==> config.mk <==
export PLATFORM = sky130hd
export DESIGN_NAME = ohrm_regs
export DESIGN_NICKNAME = d
export VERILOG_FILES = /design/src/hdl/ohrm_pkg.sv /design/src/hdl/ohrm_rom_xlate.sv /design/src/hdl/ohrm_irq.sv /design/src/hdl/ohrm_regs.sv
export SDC_FILE = /design/constraint.sdc
export NUM_CORES = 1
export LEC_CHECK = 0
export ABC_AREA = 1
export ABC_CLOCK_PERIOD_IN_PS = 2300
export BUFFER_PORTS_ARGS = -buffer_cell sky130_fd_sc_hd__buf_4
export CELL_PAD_IN_SITES_DETAIL_PLACEMENT = 0
export CELL_PAD_IN_SITES_GLOBAL_PLACEMENT = 1
export CORE_MARGIN = 1.5
export CORE_UTILIZATION = 35
export DETAILED_ROUTE_END_ITERATION = 12
export PLACE_DENSITY_LB_ADDON = 0.1
export SYNTH_ARGS = -nofsm -noshare
export SYNTH_HDL_FRONTEND = slang
export SYNTH_SLANG_ARGS = --single-unit
==> constraint.sdc <==
create_clock -name clk_i -period 2.3 [get_ports clk_i]
set_clock_uncertainty 0.15 [all_clocks]
set_input_delay 0.23 -clock clk_i [delete_from_list [all_inputs] [get_ports clk_i]]
set_output_delay 0.23 -clock clk_i [all_outputs]
set_load 0.005 [all_outputs]
==> src/hdl/ohrm_pkg.sv <==
package ohrm_pkg;
  // ----------------------------------------
  // register offsets (byte addresses)
  // ----------------------------------------
  localparam logic [7:0] OFF_ROM_MAP = 8'h34;
  localparam logic [7:0] OFF_FAIL_LO = 8'h38;
  localparam logic [7:0] OFF_FAIL_HI = 8'h3C;
  localparam logic [7:0] OFF_VENDOR = 8'h40;
  localparam logic [7:0] OFF_CTL_SET = 8'h50;
  localparam logic [7:0] OFF_CTL_CLR = 8'h54;
  localparam logic [7:0] OFF_IRQ_STAT = 8'h60;
  localparam logic [7:0] OFF_IRQ_MASK = 8'h64;
  localparam logic [7:0] OFF_ROM_REQ = 8'h68;
  localparam logic [7:0] OFF_ROM_ADDR = 8'h6C;
  // ----------------------------------------
  // fields and reset values
  // ----------------------------------------
  localparam int ROM_ADDR_LSB = 10;
  localparam int ROM_ADDR_W = 22;
  localparam int SRC_BUS_LSB = 22;
  localparam int SRC_NODE_LSB = 16;
  localparam int CTL_IMG_VALID_BIT = 31;
  localparam int CTL_PHY_PERMIT_BIT = 23;
  localparam logic [31:0] ROM_MAP_RST = 32'h0000_0000;
  localparam logic [31:0] CTL_RST = 32'h0080_0000;
  localparam logic [31:0] CTL_IMPL_MASK = 32'hE0C0_0000;
  localparam logic [47:0] ROM_WIN_LO = 48'hFFFF_F000_0400;
  localparam logic [47:0] ROM_WIN_HI = 48'hFFFF_F000_07FF;
  localparam int IRQ_W = 3;
  localparam int IRQ_POST_ERR = 0;
  localparam int IRQ_ROM_READ = 1;
  localparam int IRQ_BUS_RESET = 2;
endpackage : ohrm_pkg

==> src/hdl/ohrm_rom_xlate.sv <==
module ohrm_rom_xlate
  import ohrm_pkg::*;
(
  // clock and reset
  input wire logic clk_i,
  input wire logic rst_i,
  // serial-bus read request
  input wire logic req_i,
  input wire logic [47:0] offset_i,
  input wire logic [ROM_ADDR_W-1:0] base_i,
  // result
  output logic hit_o,
  output logic [31:0] addr_o
);
  logic hit_d, hit_q;
  logic [31:0] addr_d, addr_q;

  always_comb
  begin
    hit_d = req_i && (offset_i >= ROM_WIN_LO) && (offset_i <= ROM_WIN_HI);
    addr_d = addr_q;
    if (hit_d)
    begin
      addr_d = {base_i, 10'h000} + {22'h000000, offset_i[9:0]}; // RULE1
    end
  end

  always_ff @(posedge clk_i)
  begin
    if (rst_i)
    begin
      hit_q <= 1'b0;
      addr_q <= 32'h0000_0000;
    end
    else
    begin
      hit_q <= hit_d;
      addr_q <= addr_d;
    end
  end

  assign hit_o = hit_q;
  assign addr_o = addr_q;
endmodule : ohrm_rom_xlate

==> src/hdl/ohrm_irq.sv <==
module ohrm_irq
  import ohrm_pkg::*;
(
  // clock and reset
  input wire logic clk_i,
  input wire logic rst_i,
  // events and software access
  input wire logic [IRQ_W-1:0] event_i,
  input wire logic clr_we_i,
  input wire logic mask_we_i,
  input wire logic [IRQ_W-1:0] wdata_i,
  // state
  output logic [IRQ_W-1:0] status_o,
  output logic [IRQ_W-1:0] mask_o,
  output logic irq_o
);
  logic [IRQ_W-1:0] stat_d, stat_q, mask_d, mask_q;
  logic irq_d, irq_q;

  always_comb
  begin
    // set wins over a simultaneous clear
    stat_d = (stat_q & ~(clr_we_i ? wdata_i : '0)) | event_i;
    mask_d = mask_we_i ? wdata_i : mask_q;
    irq_d = |(stat_d & mask_d);
  end

  always_ff @(posedge clk_i)
  begin
    if (rst_i)
    begin
      stat_q <= '0;
      mask_q <= '0;
      irq_q <= 1'b0;
    end
    else
    begin
      stat_q <= stat_d;
      mask_q <= mask_d;
      irq_q <= irq_d;
    end
  end

  assign status_o = stat_q;
  assign mask_o = mask_q;
  assign irq_o = irq_q;
endmodule : ohrm_irq

==> src/hdl/ohrm_regs.sv <==
// Contract
// RULE1: rom window quadlet read address is map base plus offset low ten bits.
// RULE2: map base bits 31..10 are read/write and reset to zero.
// RULE3: map register bits 9..0 always read zero.
// RULE4: a posted write data error captures the request into the error pair.
// RULE5: low error register holds offset bits 31..0, read only.
// RULE6: high error register bits 15..0 hold offset bits 47..32, hardware only.
// RULE7: high error bits 31..22 bus number, 21..16 node number.
// RULE8: error registers have no defined reset value.
// RULE9: vendor register is read only and returns a fixed company code.
// RULE10: control register set at 50h, cleared at 54h.
// RULE11: control register resets to bit 23 only.
// RULE12: with image valid clear, bus reset leaves map register unchanged.
// RULE13: phy program permit bit is loaded from the serial eeprom.
// RULE14: zero bits written leave control bits; both addresses read control value.
//
// The implementer's own choice: the Wishbone interface to the registers.
module ohrm_regs
  import ohrm_pkg::*;
#(
  parameter logic [23:0] VENDOR_CODE = 24'h5A5A5A // arbitrary value
)
(
  // clock and reset
  input wire logic clk_i,
  input wire logic rst_i,
  // wishbone slave
  input wire logic cyc_i,
  input wire logic stb_i,
  input wire logic we_i,
  input wire logic [7:0] adr_i,
  input wire logic [3:0] sel_i,
  input wire logic [31:0] dat_i,
  output logic [31:0] dat_o,
  output logic ack_o,
  output logic err_o,
  // serial-bus side
  input wire logic rom_rd_req_i,
  input wire logic [47:0] rom_rd_offset_i,
  input wire logic post_err_i,
  input wire logic [47:0] post_err_offset_i,
  input wire logic [15:0] post_err_source_i,
  input wire logic bus_reset_i,
  input wire logic [ROM_ADDR_W-1:0] bus_reset_rom_base_i,
  // serial eeprom load
  input wire logic eeprom_load_i,
  input wire logic eeprom_permit_i,
  // outputs
  output logic rom_rd_hit_o,
  output logic [31:0] rom_rd_addr_o,
  output logic bus_info_image_valid_o,
  output logic phy_program_permit_o,
  output logic irq_o
);
  // ----------------------------------------
  // state
  // ----------------------------------------
  logic [ROM_ADDR_W-1:0] rom_window_base_addr_d, rom_window_base_addr_q;
  logic [31:0] failed_dest_offset_low_d, failed_dest_offset_low_q;
  logic [15:0] failed_dest_offset_high_d, failed_dest_offset_high_q;
  logic [15:0] failed_requester_ident_d, failed_requester_ident_q;
  logic [31:0] ctl_d, ctl_q;
  logic [31:0] rdat_d, rdat_q;
  logic ack_d, ack_q, err_d, err_q;
  logic img_q, permit_q;
  logic req, wr, mapped;
  logic [31:0] wmask, ctl_rd, set_mask;
  logic irq_clr_we, irq_mask_we;
  logic [IRQ_W-1:0] irq_stat, irq_mask, irq_ev;
  logic rom_hit;
  logic [31:0] rom_addr;

  function automatic logic [31:0] lane_mask(input logic [3:0] sel);
    lane_mask = {{8{sel[3]}}, {8{sel[2]}}, {8{sel[1]}}, {8{sel[0]}}};
  endfunction : lane_mask

  function automatic logic known_addr(input logic [7:0] a);
    known_addr = (a == OFF_ROM_MAP) || (a == OFF_FAIL_LO) || (a == OFF_FAIL_HI)
      || (a == OFF_VENDOR) || (a == OFF_CTL_SET) || (a == OFF_CTL_CLR)
      || (a == OFF_IRQ_STAT) || (a == OFF_IRQ_MASK) || (a == OFF_ROM_REQ)
      || (a == OFF_ROM_ADDR);
  endfunction : known_addr

  // ----------------------------------------
  // bus decode
  // ----------------------------------------
  // one cycle answer, then ack drops for a cycle so a held request is not taken twice
  assign req = cyc_i && stb_i && !ack_q && !err_q;
  assign mapped = known_addr(adr_i);
  assign wr = req && we_i && mapped;
  assign wmask = lane_mask(sel_i);
  assign ctl_rd = ctl_q & CTL_IMPL_MASK;
  // permit bit is clear-only: software may drop it but never grant it
  assign set_mask = CTL_IMPL_MASK & ~(32'h0000_0001 << CTL_PHY_PERMIT_BIT);
  assign irq_clr_we = wr && (adr_i == OFF_IRQ_STAT);
  assign irq_mask_we = wr && (adr_i == OFF_IRQ_MASK);
  assign irq_ev = {bus_reset_i, rom_hit, post_err_i};

  always_comb
  begin
    ack_d = req && mapped;
    err_d = req && !mapped;
    rdat_d = rdat_q;
    if (req && !we_i)
    begin
      unique case (adr_i)
        OFF_ROM_MAP: rdat_d = {rom_window_base_addr_q, 10'h000}; // RULE3
        OFF_FAIL_LO: rdat_d = failed_dest_offset_low_q; // RULE5
        OFF_FAIL_HI: rdat_d = {failed_requester_ident_q, failed_dest_offset_high_q}; // RULE7
        OFF_VENDOR: rdat_d = {8'h00, VENDOR_CODE}; // RULE9
        OFF_CTL_SET, OFF_CTL_CLR: rdat_d = ctl_rd; // RULE14
        OFF_IRQ_STAT: rdat_d = {29'h0, irq_stat};
        OFF_IRQ_MASK: rdat_d = {29'h0, irq_mask};
        OFF_ROM_REQ: rdat_d = {31'h0, rom_rd_hit_o};
        OFF_ROM_ADDR: rdat_d = rom_addr;
        default: rdat_d = 32'h0000_0000;
      endcase
    end
  end

  // ----------------------------------------
  // registers
  // ----------------------------------------
  always_comb
  begin
    rom_window_base_addr_d = rom_window_base_addr_q;
    if (bus_reset_i && img_q)
    begin
      rom_window_base_addr_d = bus_reset_rom_base_i; // RULE12
    end
    if (wr && adr_i == OFF_ROM_MAP)
    begin
      rom_window_base_addr_d = (rom_window_base_addr_q & ~wmask[31:10])
        | (dat_i[31:10] & wmask[31:10]); // RULE2
    end
    failed_dest_offset_low_d = failed_dest_offset_low_q;
    failed_dest_offset_high_d = failed_dest_offset_high_q;
    failed_requester_ident_d = failed_requester_ident_q;
    if (post_err_i)
    begin
      failed_dest_offset_low_d = post_err_offset_i[31:0]; // RULE4 RULE5
      failed_dest_offset_high_d = post_err_offset_i[47:32]; // RULE6
      failed_requester_ident_d = post_err_source_i; // RULE7
    end
    ctl_d = ctl_q;
    if (wr && adr_i == OFF_CTL_SET)
    begin
      ctl_d = ctl_q | (dat_i & wmask & set_mask); // RULE10 RULE14
    end
    if (wr && adr_i == OFF_CTL_CLR)
    begin
      ctl_d = ctl_q & ~(dat_i & wmask); // RULE10 RULE14
    end
    if (eeprom_load_i)
    begin
      ctl_d[CTL_PHY_PERMIT_BIT] = eeprom_permit_i; // RULE13
    end
  end

  always_ff @(posedge clk_i)
  begin
    if (rst_i)
    begin
      rom_window_base_addr_q <= ROM_MAP_RST[31:10]; // RULE2
      ctl_q <= CTL_RST; // RULE11
      rdat_q <= 32'h0000_0000;
      ack_q <= 1'b0;
      err_q <= 1'b0;
      img_q <= 1'b0;
      permit_q <= 1'b1;
    end
    else
    begin
      rom_window_base_addr_q <= rom_window_base_addr_d;
      ctl_q <= ctl_d;
      rdat_q <= rdat_d;
      ack_q <= ack_d;
      err_q <= err_d;
      img_q <= ctl_d[CTL_IMG_VALID_BIT];
      permit_q <= ctl_d[CTL_PHY_PERMIT_BIT];
    end
  end

  // capture registers have no reset value
  always_ff @(posedge clk_i)
  begin
    failed_dest_offset_low_q <= failed_dest_offset_low_d; // RULE8
    failed_dest_offset_high_q <= failed_dest_offset_high_d;
    failed_requester_ident_q <= failed_requester_ident_d;
  end

  // ----------------------------------------
  // submodules
  // ----------------------------------------
  ohrm_rom_xlate u_xlate (
    .clk_i(clk_i),
    .rst_i(rst_i),
    .req_i(rom_rd_req_i), // RULE1
    .offset_i(rom_rd_offset_i),
    .base_i(rom_window_base_addr_q),
    .hit_o(rom_hit),
    .addr_o(rom_addr)
  );

  ohrm_irq u_irq (
    .clk_i(clk_i),
    .rst_i(rst_i),
    .event_i(irq_ev),
    .clr_we_i(irq_clr_we),
    .mask_we_i(irq_mask_we),
    .wdata_i(dat_i[IRQ_W-1:0]),
    .status_o(irq_stat),
    .mask_o(irq_mask),
    .irq_o(irq_o)
  );

  assign dat_o = rdat_q;
  assign ack_o = ack_q;
  assign err_o = err_q;
  assign rom_rd_hit_o = rom_hit;
  assign rom_rd_addr_o = rom_addr;
  assign bus_info_image_valid_o = img_q;
  assign phy_program_permit_o = permit_q;
endmodule : ohrm_regs

### Word-level counts from Yosys, hierarchy flattened

Index checks and enable logic that the tools add are counted.

* register bits after elaboration: 194
* bits in latches: 0
* RAM bits: 0
* bits in read-only memories: 0
* bits of input ports: 188
* output and inout bits: 70
* word-level logic and storage cells: 82
* memories kept: 0

* $add $sub $neg: 1
* multipliers: 0
* divide/modulo/power cells: 0
* magnitude comparators: 2
* eq/ne operators: 10
* shift-type cells: 0
* muxes and demuxes: 8
* bitwise logic cells: 12
* reduce and logical (&&, ||, !) cells: 33

Operators with widths (count)
* one-hot mux 32 bit (9 select lines): 1
* AND 32 bit: 2
* 2-to-1 mux 32 bit: 2
* equality test 8 x 7 -> 1 bit, second input constant: 7
* greater-or-equal comparator 48 bit, second input constant: 1
* <= comparator 48 bit, second input constant: 1
* AND 22 bit: 2
* 2-to-1 mux 22 bit: 2
* adder 32 x 10 -> 32 bit: 1
* inverter 32 bit: 1
* OR 32 bit: 1
* equality test 8 x 6 -> 1 bit, second input constant: 3
* inverter 22 bit: 1
* OR 22 bit: 1
* logical AND 1 bit: 16
* logical OR 1 bit: 9
* AND 3 bit: 2
* 2-to-1 mux 3 bit: 2
* zero test 1 bit: 4
* nonzero test 2 bit: 2
* inverter 3 bit: 1
* OR 3 bit: 1
* OR reduction 3 bit: 1
* OR reduction 2 bit: 1
* 2-to-1 mux 1 bit: 1

### Depth between registers and ports, before layout

Gate-level depths: netlist of the first run.

* word-level depth: 18
* mapped depth: 15
* mapped depth without buffers: 14

### Hierarchy

A second synthesis of the first run with hierarchy kept.

* cells, all modules: 1055
* area, all modules: 7955.1 sq um

By module, submodules not included
* ohrm_regs: times used 1, cells each 739, area each 5898.2 sq um, sequential area each 3143.0 sq um
* ohrm_rom_xlate: times used 1, cells each 277, area each 1781.7 sq um, sequential area each 660.6 sq um
* ohrm_irq: times used 1, cells each 39, area each 275.3 sq um, sequential area each 140.1 sq um

### Least setup slack after synthesis of the first run

No wires, ideal clock.

* path kind: input to register
* start: input adr_i[0]
* end: register (tool-made name)
* setup time: 0.113 ns
* arrival time: 1.480 ns
* data required time: 2.037 ns
* path slack: 0.558 ns
* stages on the path: 15
* buffers on the path: 1
* cell sequence: inv_2 > nand2_2 > nor2_4 > nand2_1 > nand2_2 > nor2_2 > nand2_4 > nand3_4 > inv_2 > nand2_1 > nand2_4 > buf_6 > nand2_1 > nand2_1 > nor2_1

RTL lines
* start, declared: RTL line ohrm_regs.sv:31 `input wire logic [7:0] adr_i,`

### Final worst setup path of the first run

* start: register ack_q, in the netlist ack_o
* end: register ctl_q[31]

* longest elaborated chain between the ends: 8
* elaborated cells on any way between the ends: 9
* those cells by class: mux: 2; reduce/logical: 7

RTL lines
* start, declared: RTL line ohrm_regs.sv:64 `logic ack_d, ack_q, err_d, err_q;`
* start signal, assigned: RTL line ohrm_regs.sv:177 `ack_q <= ack_d;`
* zero test 1 bit (*): RTL line ohrm_regs.sv:88 `assign req = cyc_i && stb_i && !ack_q && !err_q;`
* logical AND 1 bit (*) (2 in series): RTL line ohrm_regs.sv:88
* logical AND 1 bit (*) (2 in series): RTL line ohrm_regs.sv:90 `assign wr = req && we_i && mapped;`
* logical AND 1 bit: RTL line ohrm_regs.sv:146 `if (wr && adr_i == OFF_CTL_SET)`
* 2-to-1 mux 32 bit: RTL line ohrm_regs.sv:146
* 2-to-1 mux 32 bit (*): RTL line ohrm_regs.sv:150 `if (wr && adr_i == OFF_CTL_CLR)`
* end signal, assigned: RTL line ohrm_regs.sv:175 `ctl_q <= ctl_d;`
* end, declared: RTL line ohrm_regs.sv:62 `logic [31:0] ctl_d, ctl_q;`

Mark *: on every way between the ends. The rest lies on a longest branch, timed or not. The select of a mux whose other input is x is not followed.
A chain may end at the register's enable or synchronous reset.

==> reports/results.ini, run 1 <==
[outcome]
status = completed

[place]
finalWeightedCongestion = 0.764
dp_hpwl_mm = 15.7
place_area_um2 = 9250
dp_cells = 1354
io_buffer_count = 249

[synthesis]
yosys.area.top_type = dfxtp_1
ys_ff_latch = 165
synth-simple-area-share_pct = 25.7
synthMuxAreaShare_pct = 0
ys_types = 27
yosysMostFrequentCell = nand2_1
synth-edff-count = 64
syn-cell-area_um2 = 6990
synth_top_family_by_area = simple AND/OR/NAND/NOR gates
synth_compound_area_share_pct = 12.2
synth-xor-area-share_pct = 0
postSynthAreaPerCell_um2 = 8.14
synthAdderAreaFrac_pct = 0
ys_seq_area_share_pct = 56.4
synth_ff_type = dfxtp_1
synthTopCellsByCount = nand2_1 (283), dfxtp_1 (101), nor2_1 (92)
async_reset_ff_share_pct = 0
ys_top_cells_by_area = dfxtp_1 (29%), edfxtp_1 (28%), nand2_1 (15%)
netlist_instances = 858
syn_nets = 1046
synth_top_area_share_pct = 28.9
yosysWarningCount = 0

[global_route]
grt_pass1_vias = 6685
gr-total-overflow = 0
grt_use_total_pct = 22.5
grt_pass1_wl_mm = 35.2
grt_max_degree = 46
antenna_found_initial = 1

[critical_path]
crit_top_cell = nor2_1
critPathBufInv = 1
cp.required_ns = 2.51
worstPathCellList = nor2_1 -> nand3_1 -> nor2_2 -> buf_4 -> nand4_1 -> o21ai_0 -> nand2_1 -> nor2_1
end_kind = flop
worst-endpoint-arrival_ns = 2.15
critPathLaunchType = flop
slowest_delay_ns = 0.33
cp_top_family = simple AND/OR/NAND/NOR gates
slowest_stage = dfxtp_1
critPathMaxFanout = 8
worstSetupPathType = flop to flop

[floorplanning]
coreArea_um2 = 19500
num_io_pins = 258
fp.dieW_um = 144
start_util_pct = 35.8
dieArea_um2 = 20800
num_rows = 51
die_y_um = 144

[power_and_ir_drop]
p_clk_share_pct = 43.8
p_sw_share_pct = 22.8
p_int_w = 0.00511
p_per_area_nw_per_um2 = 615
switching_power_w = 0.00151
ir_drop_v = 0.000480
p_seq_share_pct = 47.8
total_leakage_power_nw = 4.82
p_comb_share_pct = 8.4

[timing]
clock.fmax_ghz = 0.518
worst_hold_slack_ns = 0.00329
fin_crit_sh_pct = 83.9
hold_violations = 0
setup_viol = 0
slew-limit-headroom_pct = 65.4
fin_setup_tns_ns = 0
maxSlewViolCount = 0
worst_pin_slew_ns = 0.519
layout_min_cycle_time_ns = 1.93
rsz0062_at_grt = false

[layout]
drive_gt1_share_pct = 27.0
seq_area_um2 = 3940
fin_area_um2 = 10800
fin_nets = 1388
final_cell_count_no_fill = 1479
fill_cells = 1867
syn_to_final_growth_pct = 54.0
multi_input_area_um2 = 2670

[clocking]
cts.sinks = 165
ctsResizeCount = 0
cts_root_buf = clkbuf_16
clk_pin_slew_worst_paths_ns = 0.07
cts_tree = yes
cts_buffer_depth = 2
htreeDepth = 4
numCtsBuffers = 17
insertion_delay_ns = 0.43

[detailed_routing]
viasPerCell = 4.64
wire_per_inst_um = 15.7
routed_wl_mm = 23.3
vias = 6856
dr.first_iter.drc_count = 316
dr.pass1.iters = 5
drc_errors = 0
ant_nets = 0

[flow_run]
maxCapViolations = 0

[hold_path]
hold_path.class = input port to flop

[per-layer routing]
| layer | GRT usage (%) | vias to the layer above | wire length (um) |
|---|---|---|---|
| li1 | - | 3509 | - |
| met1 | 27.8 | 3150 | 10200 |
| met2 | 39.5 | 178 | 11500 |
| met3 | 5.20 | 19 | 1340 |
| met4 | 5.90 | 0 | 208 |
| met5 | 0 | - | 0 |
[power groups by stage]
| stage | clock, W | sequential [W] | combinational (W) |
|---|---|---|---|
| final | 0.00290 | 0.00316 | 0.000555 |
| after global routing | 0.00306 | 0.00317 | 0.000600 |
| after CTS | 0.00296 | 0.00316 | 0.000557 |
| after detailed placement | 0 | 0.00323 | 0.000426 |
| after global placement | 0 | 0.00323 | 0.000424 |
| after floorplan | 0 | 0.00322 | 0.000103 |
[timing repair]
item                       in CTS  in global routing
hold endpoints to repair       92                  0
hold buffers                   92                  0
buffers inserted                0                  0
setup endpoints to repair       0                  0
[worst min-delay path: stages]
cell and delay (ns):
buf_4 0.08, nand2_1 0.04, o21ai_0 0.07, nor2_1 0.05, nor2_1 0.09
[stage by stage]
| step | power, W | utilization [%] | worst slack (ns) |
|---|---|---|---|
| final | 0.00662 | 55.1 | 0.370 |
| after global placement | 0.00365 | 47.4 | 0.239 |
| after global routing | 0.00683 | 55.1 | 0.249 |
| after CTS | 0.00668 | 55.1 | 0.391 |
| after detailed placement | 0.00365 | 47.4 | 0.233 |
| after floorplan | 0.00333 | - | 0.558 |
[placed cells by master (no fill, tap or decap)]
cell type	n
a21oi_1	68
a22o_1	1
buf_12	4
buf_4	269
bufinv_16	2
clkbuf_1	1
clkbuf_16	17
clkinv_2	1
clkinvlp_4	1
dfxtp_1	101
diode_2	1
dlygate4sd3_1	92
edfxtp_1	64
inv_1	49
inv_2	6
inv_4	1
inv_6	8
inv_8	1
nand2_1	283
nand2_2	3
nand2_4	4
nand3_1	24
nand3_4	1
nand4_1	17
nor2_1	90
nor2_2	5
nor2_4	3
nor3_1	3
nor4_1	4
o2111ai_1	11
o211ai_1	1
o21ai_0	70
o21ai_1	7
o21ai_4	1
[path summary, 6_finish.rpt]
path / to / slack, ns / cells past startpoint / start
max reg2reg: ctl_q[31] / 0.37 / 8 / ack_o
min reg2reg: dat_o[22] / 0.32 / 2 / dat_o[22]
max: ctl_q[31] / 0.37 / 8 / ack_o
min: flop / 0.003 / 5 / bus_reset_rom_base_i[8]
[area by class of cell]
class | instances | share of cell area [%]
Sequential cell | 165 | 36.6
Timing Repair Buffer | 365 | 28.1
Multi-Input combinational cell | 596 | 24.8
Clock buffer | 18 | 3.99
Tap cell | 265 | 3.08
Inverter | 55 | 1.92
Clock inverter | 14 | 1.49
Antenna cell | 1 | 0.0233
[kinds of logic after synthesis]
| family | Yosys count |
|---|---|
| simple gates | 437 |
| compound gates | 159 |
| buf+inv | 97 |
| flops | 165 |
No activity file was read; power rests on OpenSTA's default activity.
==> run 2: changes to the inputs <==
- ABC_CLOCK_PERIOD_IN_PS: 2300 -> 1900
- clock period: 2.3 -> 1.9 ns (I/O delays scaled with it)
==> run 2 against run 1 <==
  * The flow now finishes with violations (negative hold slack)
  * Combinational power up 29%
  * Global-route usage up 0.20 points
  * Highest routed layer unchanged
  * Setup slack worse by 0.22 ns
  * Largest power group unchanged
  * Wire length up 1.2%
  * Critical path type unchanged
  * Hold slack worse by 0.0033 ns
  * Final cell count up 2.3%
  * Clock-buffer cell count unchanged
  * Sequential power up 21%
==> reports/results.ini, run 2 (synthesis results as in run 1) <==
[floorplanning]
num_io_pins = 258  ; unchanged
num_rows = 51  ; unchanged
dieArea_um2 = 20800  ; unchanged
start_util_pct = 35.8  ; unchanged
die_y_um = 144  ; unchanged
coreArea_um2 = 19500  ; unchanged
fp.dieW_um = 144  ; unchanged

[critical_path]
worst-endpoint-arrival_ns = 1.92  ; -0.23 ns
worstSetupPathType = flop to flop
reg2regPathDepth = 8  ; unchanged
regToRegStartpoint = ack_o
end_kind = flop
reg2reg_slack_ns = 0.15  ; -0.22 ns
critPathMaxFanout = 16  ; +8
critPathLaunchType = flop
cp.required_ns = 2.07  ; -0.44 ns

[timing]
post-route-worst-setup-slack_ns = 0.152  ; -0.218 ns
fin_crit_sh_pct = 92.0  ; +8.1 points
worst_hold_slack_ns = -0.0000170  ; -0.00330 ns
clock.fmax_ghz = 0.572  ; +10%
maxSlewViolCount = 0  ; unchanged
fin_setup_tns_ns = 0  ; unchanged
worst_pin_slew_ns = 0.535  ; +0.0160 ns
slew-limit-headroom_pct = 64.4  ; -1.1 points
setup_viol = 0  ; unchanged
rsz0062_at_grt = false
hold_violations = 1  ; +1
layout_min_cycle_time_ns = 1.75  ; -0.182 ns

[layout]
drive_gt1_share_pct = 28.0  ; +1.0 points
fin_nets = 1423  ; +2.5%
final_cell_mix = nand2_1 (283), buf_4 (282), dlygate4sd3_1 (108), dfxtp_1 (101), nor2_1 (89)
syn_to_final_growth_pct = 60.5
final_cell_count_no_fill = 1513  ; +2.3%
layout_commonest_cell = nand2_1
antenna_cells = 0  ; -1

[detailed_routing]
ant_nets = 0  ; unchanged
vias = 7062  ; +3.0%
routed_wl_mm = 23.5  ; +1.2%
dr.pass1.iters = 5  ; unchanged
viasPerCell = 4.67  ; +0.69%
drc_errors = 0  ; unchanged
wire_per_inst_um = 15.6  ; -1.1%
dr.first_iter.drc_count = 422  ; +34%

[global_route]
grt_use_total_pct = 22.7  ; +0.20 points
gr-total-overflow = 0  ; unchanged
antenna_found_initial = 0  ; -1
grt_pass1_wl_mm = 35.7  ; +1.2%
grt_pass1_vias = 6821  ; +2.0%
grt_max_degree = 66  ; +43%

[clocking]
cts.sinks = 165  ; unchanged
cts_tree = yes
cts_root_buf = clkbuf_16
clk_pin_slew_worst_paths_ns = 0.07  ; about the same
cts_setup_buffers = 0  ; unchanged
insertion_delay_ns = 0.43  ; about the same
cts_buffer_depth = 2  ; unchanged
numCtsBuffers = 17  ; unchanged
htreeDepth = 4  ; unchanged

[place]
dp_hpwl_mm = 15.9  ; +1.8%
dp_cells = 1373  ; +1.4%
finalWeightedCongestion = 0.787  ; +3.1%
dp_slack_ns = -0.0794  ; -0.313 ns
io_buffer_count = 249  ; unchanged

[power_and_ir_drop]
p_per_area_nw_per_um2 = 739  ; +20%
total_leakage_power_nw = 5.03  ; +4.3%
ir_drop_v = 0.000520  ; +8.2%
total_power_w = 0.00829  ; +25%

[flow_run]
maxCapViolations = 0  ; unchanged

[hold_path]
hold_path_startpoint = bus_reset_rom_base_i[7]
hold_path.class = input port to flop
min_path_cells = 5  ; unchanged

[outcome]
status = finished, violations left
violations = negative hold slack

==> run 2: through the flow <==
| step | area (um2) | hold slack [ns] | util (%) |
|---|---|---|---|
| 6_report | 11200 | -0.0000170 | 57.4 |
| 2_1_floorplan | 6990 | 0.139 | - |
| 3_5_place_dp | 9470 | 0.219 | 48.5 |
| 4_1_cts | 11200 | 0.000658 | 57.3 |
| 3_3_place_gp | 9470 | 0.218 | 48.5 |
| 5_1_grt | 11200 | 0.0108 | 57.4 |
==> run 2: power breakdown <==
group,total [W],switching (W),internal (W)
clock network,0.00374,0.00160,0.00215
logic,0.000718,0.000272,0.000445
registers,0.00383,0.0000327,0.00380
total,0.00829,0.00190,0.00639
==> run 2: final cells by class <==
cell class	count	area, um2
Sequential cell	165	3940
Clock buffer	18	429
Fill cell	1823	8310
Tap cell	265	332
Timing Repair Buffer	400	3400
Clock inverter	14	208
Inverter	55	206
Multi-Input combinational cell	596	2700
==> run 2: how the worst max path moves through the flow <==
stage,startpoint,end,slack (ns)
floorplan,ack_o,flop,0.18
finish,ack_o,flop,0.15
detailed placement,adr_i[7],flop,-0.08
CTS,ack_o,flop,0.09
global route,ack_o,flop,0.03
global placement,adr_i[0],flop,-0.06
==> run 2: routing by layer <==
| layer | track usage (%) | vias to the layer above | wire length (um) |
|---|---|---|---|
| li1 | - | 3582 | - |
| met1 | 29.0 | 3249 | 10500 |
| met2 | 39.0 | 207 | 11400 |
| met3 | 4.90 | 24 | 1350 |
| met4 | 5.85 | 0 | 323 |
| met5 | 0 | - | 0 |
==> run 2: critical path, cell delays in order, from the launching register on <==
cell,delay (ns)
dfxtp_1,0.33
nor2_2,0.17
nand3_2,0.12
nor2_4,0.13
nand3_4,0.17
o21ai_4,0.19
nand2_4,0.19
nor2_1,0.14
nor2_1,0.06
==> run 2: timing repair <==
action	in CTS	in global routing
hold buffers	108	0
setup endpoints to repair	0	19
gates resized for setup	0	7
hold endpoints to repair	108	0
==> run 3: changes to the inputs <==
- ABC_CLOCK_PERIOD_IN_PS: 1900 -> 1830
- SKIP_CTS_REPAIR_TIMING: not set -> 1
- clock period: 1.9 -> 1.83 ns (I/O delays scaled with it)
==> run 3 against run 2 <==
  * The flow still finishes with violations (negative hold slack)
  * Non-clock buffer count is 11 lower
  * Sequential share of layout area is 0.70 points higher
  * First-iteration DRC count decreased by 13%
  * Largest cell class unchanged
  * Hold slack lost 0.039 ns
  * Clock-buffer cell count unchanged
  * Final cell count fell by 0.66%
  * Total power fell by 2.6%
  * Register-to-register slack worse by 0.07 ns
  * Utilization fell by 1.1 points
  * Critical path type is now input port to flop
  * Global-route usage is 1.5 points lower
  * Flip-flop and latch count stayed put
==> reports/results.ini, run 3 (synthesis results as in run 1) <==
[outcome]
status = finished, violations left
violations = negative hold slack

[global_route]
grt_use_total_pct = 21.3  ; -1.5 points
antenna_found_initial = 0  ; unchanged
grt_pass1_wl_mm = 33.1  ; -7.3%
grt_pass1_vias = 6034  ; -12%
grt_max_degree = 66  ; unchanged
gr-total-overflow = 0  ; unchanged

[floorplanning]
num_rows = 51  ; unchanged
num_io_pins = 258  ; unchanged
dieArea_um2 = 20800  ; unchanged
die_y_um = 144  ; unchanged
coreArea_um2 = 19500  ; unchanged
start_util_pct = 35.8  ; unchanged
fp.dieW_um = 144  ; unchanged

[critical_path]
worst-endpoint-arrival_ns = 1.96  ; +0.04 ns
critPathLaunchType = input port
end_kind = flop
critPathMaxFanout = 38  ; +22
reg2reg_slack_ns = 0.08  ; -0.07 ns
worstSetupPathType = input port to flop
cp.required_ns = 1.99  ; -0.08 ns

[layout]
antenna_cells = 0  ; unchanged
fin_nets = 1413  ; -0.70%
layout_commonest_cell = buf_4
final_cell_mix = buf_4 (286), nand2_1 (282), dfxtp_1 (100), dlygate4sd3_1 (93), nor2_1 (88)
drive_gt1_share_pct = 28.7  ; +0.71 points
syn_to_final_growth_pct = 57.4
fin_area_um2 = 11000  ; -1.9%

[clocking]
numCtsBuffers = 17  ; unchanged
htreeDepth = 4  ; unchanged
cts_buffer_depth = 2  ; unchanged
insertion_delay_ns = 0.43  ; about the same
cts.sinks = 165  ; unchanged
cts_tree = yes
clk_pin_slew_worst_paths_ns = 0.06  ; about the same
cts_root_buf = clkbuf_16

[timing]
clock.fmax_ghz = 0.556
setup_viol = 0  ; unchanged
maxSlewViolCount = 0  ; unchanged
hold_violations = 13  ; +12
slew-limit-headroom_pct = 65.2  ; +0.81 points
fin_crit_sh_pct = 98.2
worst_pin_slew_ns = 0.523  ; -0.0121 ns
rsz0062_at_grt = true
post-route-worst-setup-slack_ns = 0.0328  ; -0.119 ns
layout_min_cycle_time_ns = 1.80
worst_hold_slack_ns = -0.0393  ; -0.0392 ns

[detailed_routing]
dr.first_iter.drc_count = 368  ; -13%
vias = 6995  ; -0.95%
drc_errors = 0  ; unchanged
routed_wl_mm = 23.3  ; -1.1%
ant_nets = 0  ; unchanged
wire_per_inst_um = 15.5  ; -0.45%
dr.pass1.iters = 5  ; unchanged
viasPerCell = 4.65  ; -0.29%

[power_and_ir_drop]
p_clk_share_pct = 41.7  ; -3.4 points
ir_drop_v = 0.000551  ; +6.0%
p_per_area_nw_per_um2 = 734  ; -0.73%
p_seq_share_pct = 49.3  ; +3.1 points
p_sw_share_pct = 23.5  ; +0.53 points
switching_power_w = 0.00189  ; -0.38%
p_comb_share_pct = 9.0  ; +0.3 points
total_power_w = 0.00807  ; -2.6%
p_int_w = 0.00618  ; -3.3%
total_leakage_power_nw = 4.95  ; -1.5%

[flow_run]
maxCapViolations = 0  ; unchanged

[hold_path]
hold_path.class = input port to flop

[place]
dp_slack_ns = -0.158  ; -0.0791 ns
finalWeightedCongestion = 0.779  ; -1.0%
place_area_um2 = 9470  ; about the same
io_buffer_count = 249  ; unchanged
dp_hpwl_mm = 15.8  ; -0.83%

-- run 3: changes by cell type in the layout (fill, tap and decap cells not counted), sizes merged --
cell         change
nand2            +1
clkinvlp         -1
buf              +4
dlygate4sd3     -15
bufinv           -3
clkinv           +4
-- run 3: stage by stage --
stage	setup TNS (ns)	utilization, %	instances	hold slack, ns
floorplan	0	-	858	0.132
global placement	-1.89	48.5	1375	0.211
detailed placement	-2.52	48.5	1375	0.212
CTS	-0.0179	51.3	1407	-0.243
global route	-0.199	56.3	1503	0.00319
finish	0	56.3	1503	-0.0393
-- run 3: routing by layer --
metal | global-route usage [%] | vias up | routed length, um
li1 | - | 3565 | -
met1 | 27.2 | 3236 | 10400
met2 | 36.1 | 176 | 11500
met3 | 5.36 | 18 | 1120
met4 | 5.05 | 0 | 192
met5 | 0 | - | 0
-- run 3: final timing paths --
kind	startpoint	end	cells after the start
min	bus_reset_rom_base_i[12]	flop	5
max reg2reg	err_o	flop	8
max	rst_i	ctl_q[23]	6
min reg2reg	dat_o[6]	dat_o[6]	2
-- run 3: worst max-delay path: stages --
cell and delay [ns]:
dlygate4sd3_1 0.54, buf_4 0.14, buf_4 0.28, a21oi_1 0.19
dlygate4sd3_1 0.57, nand2_1 0.05
-- run 3: area by class of cell --
type / count / area (um2)
clock inverters: 14 / 119
clock buffers: 18 / 429
multi-input cells: 597 / 2700
well taps: 265 / 332
fillers: 1864 / 8520
flip-flops and latches: 165 / 3950
inverters: 55 / 206
repair buffers: 389 / 3270
-- run 3: power by group through the flow --
stage	Sequential [W]	Combinational (W)	Clock (W)
6_report	0.00398	0.000729	0.00337
5_1_grt	0.00399	0.000784	0.00358
4_1_cts	0.00398	0.000560	0.00346
3_5_place_dp	0.00406	0.000557	0
3_3_place_gp	0.00406	0.000553	0
2_1_floorplan	0.00405	0.000129	0
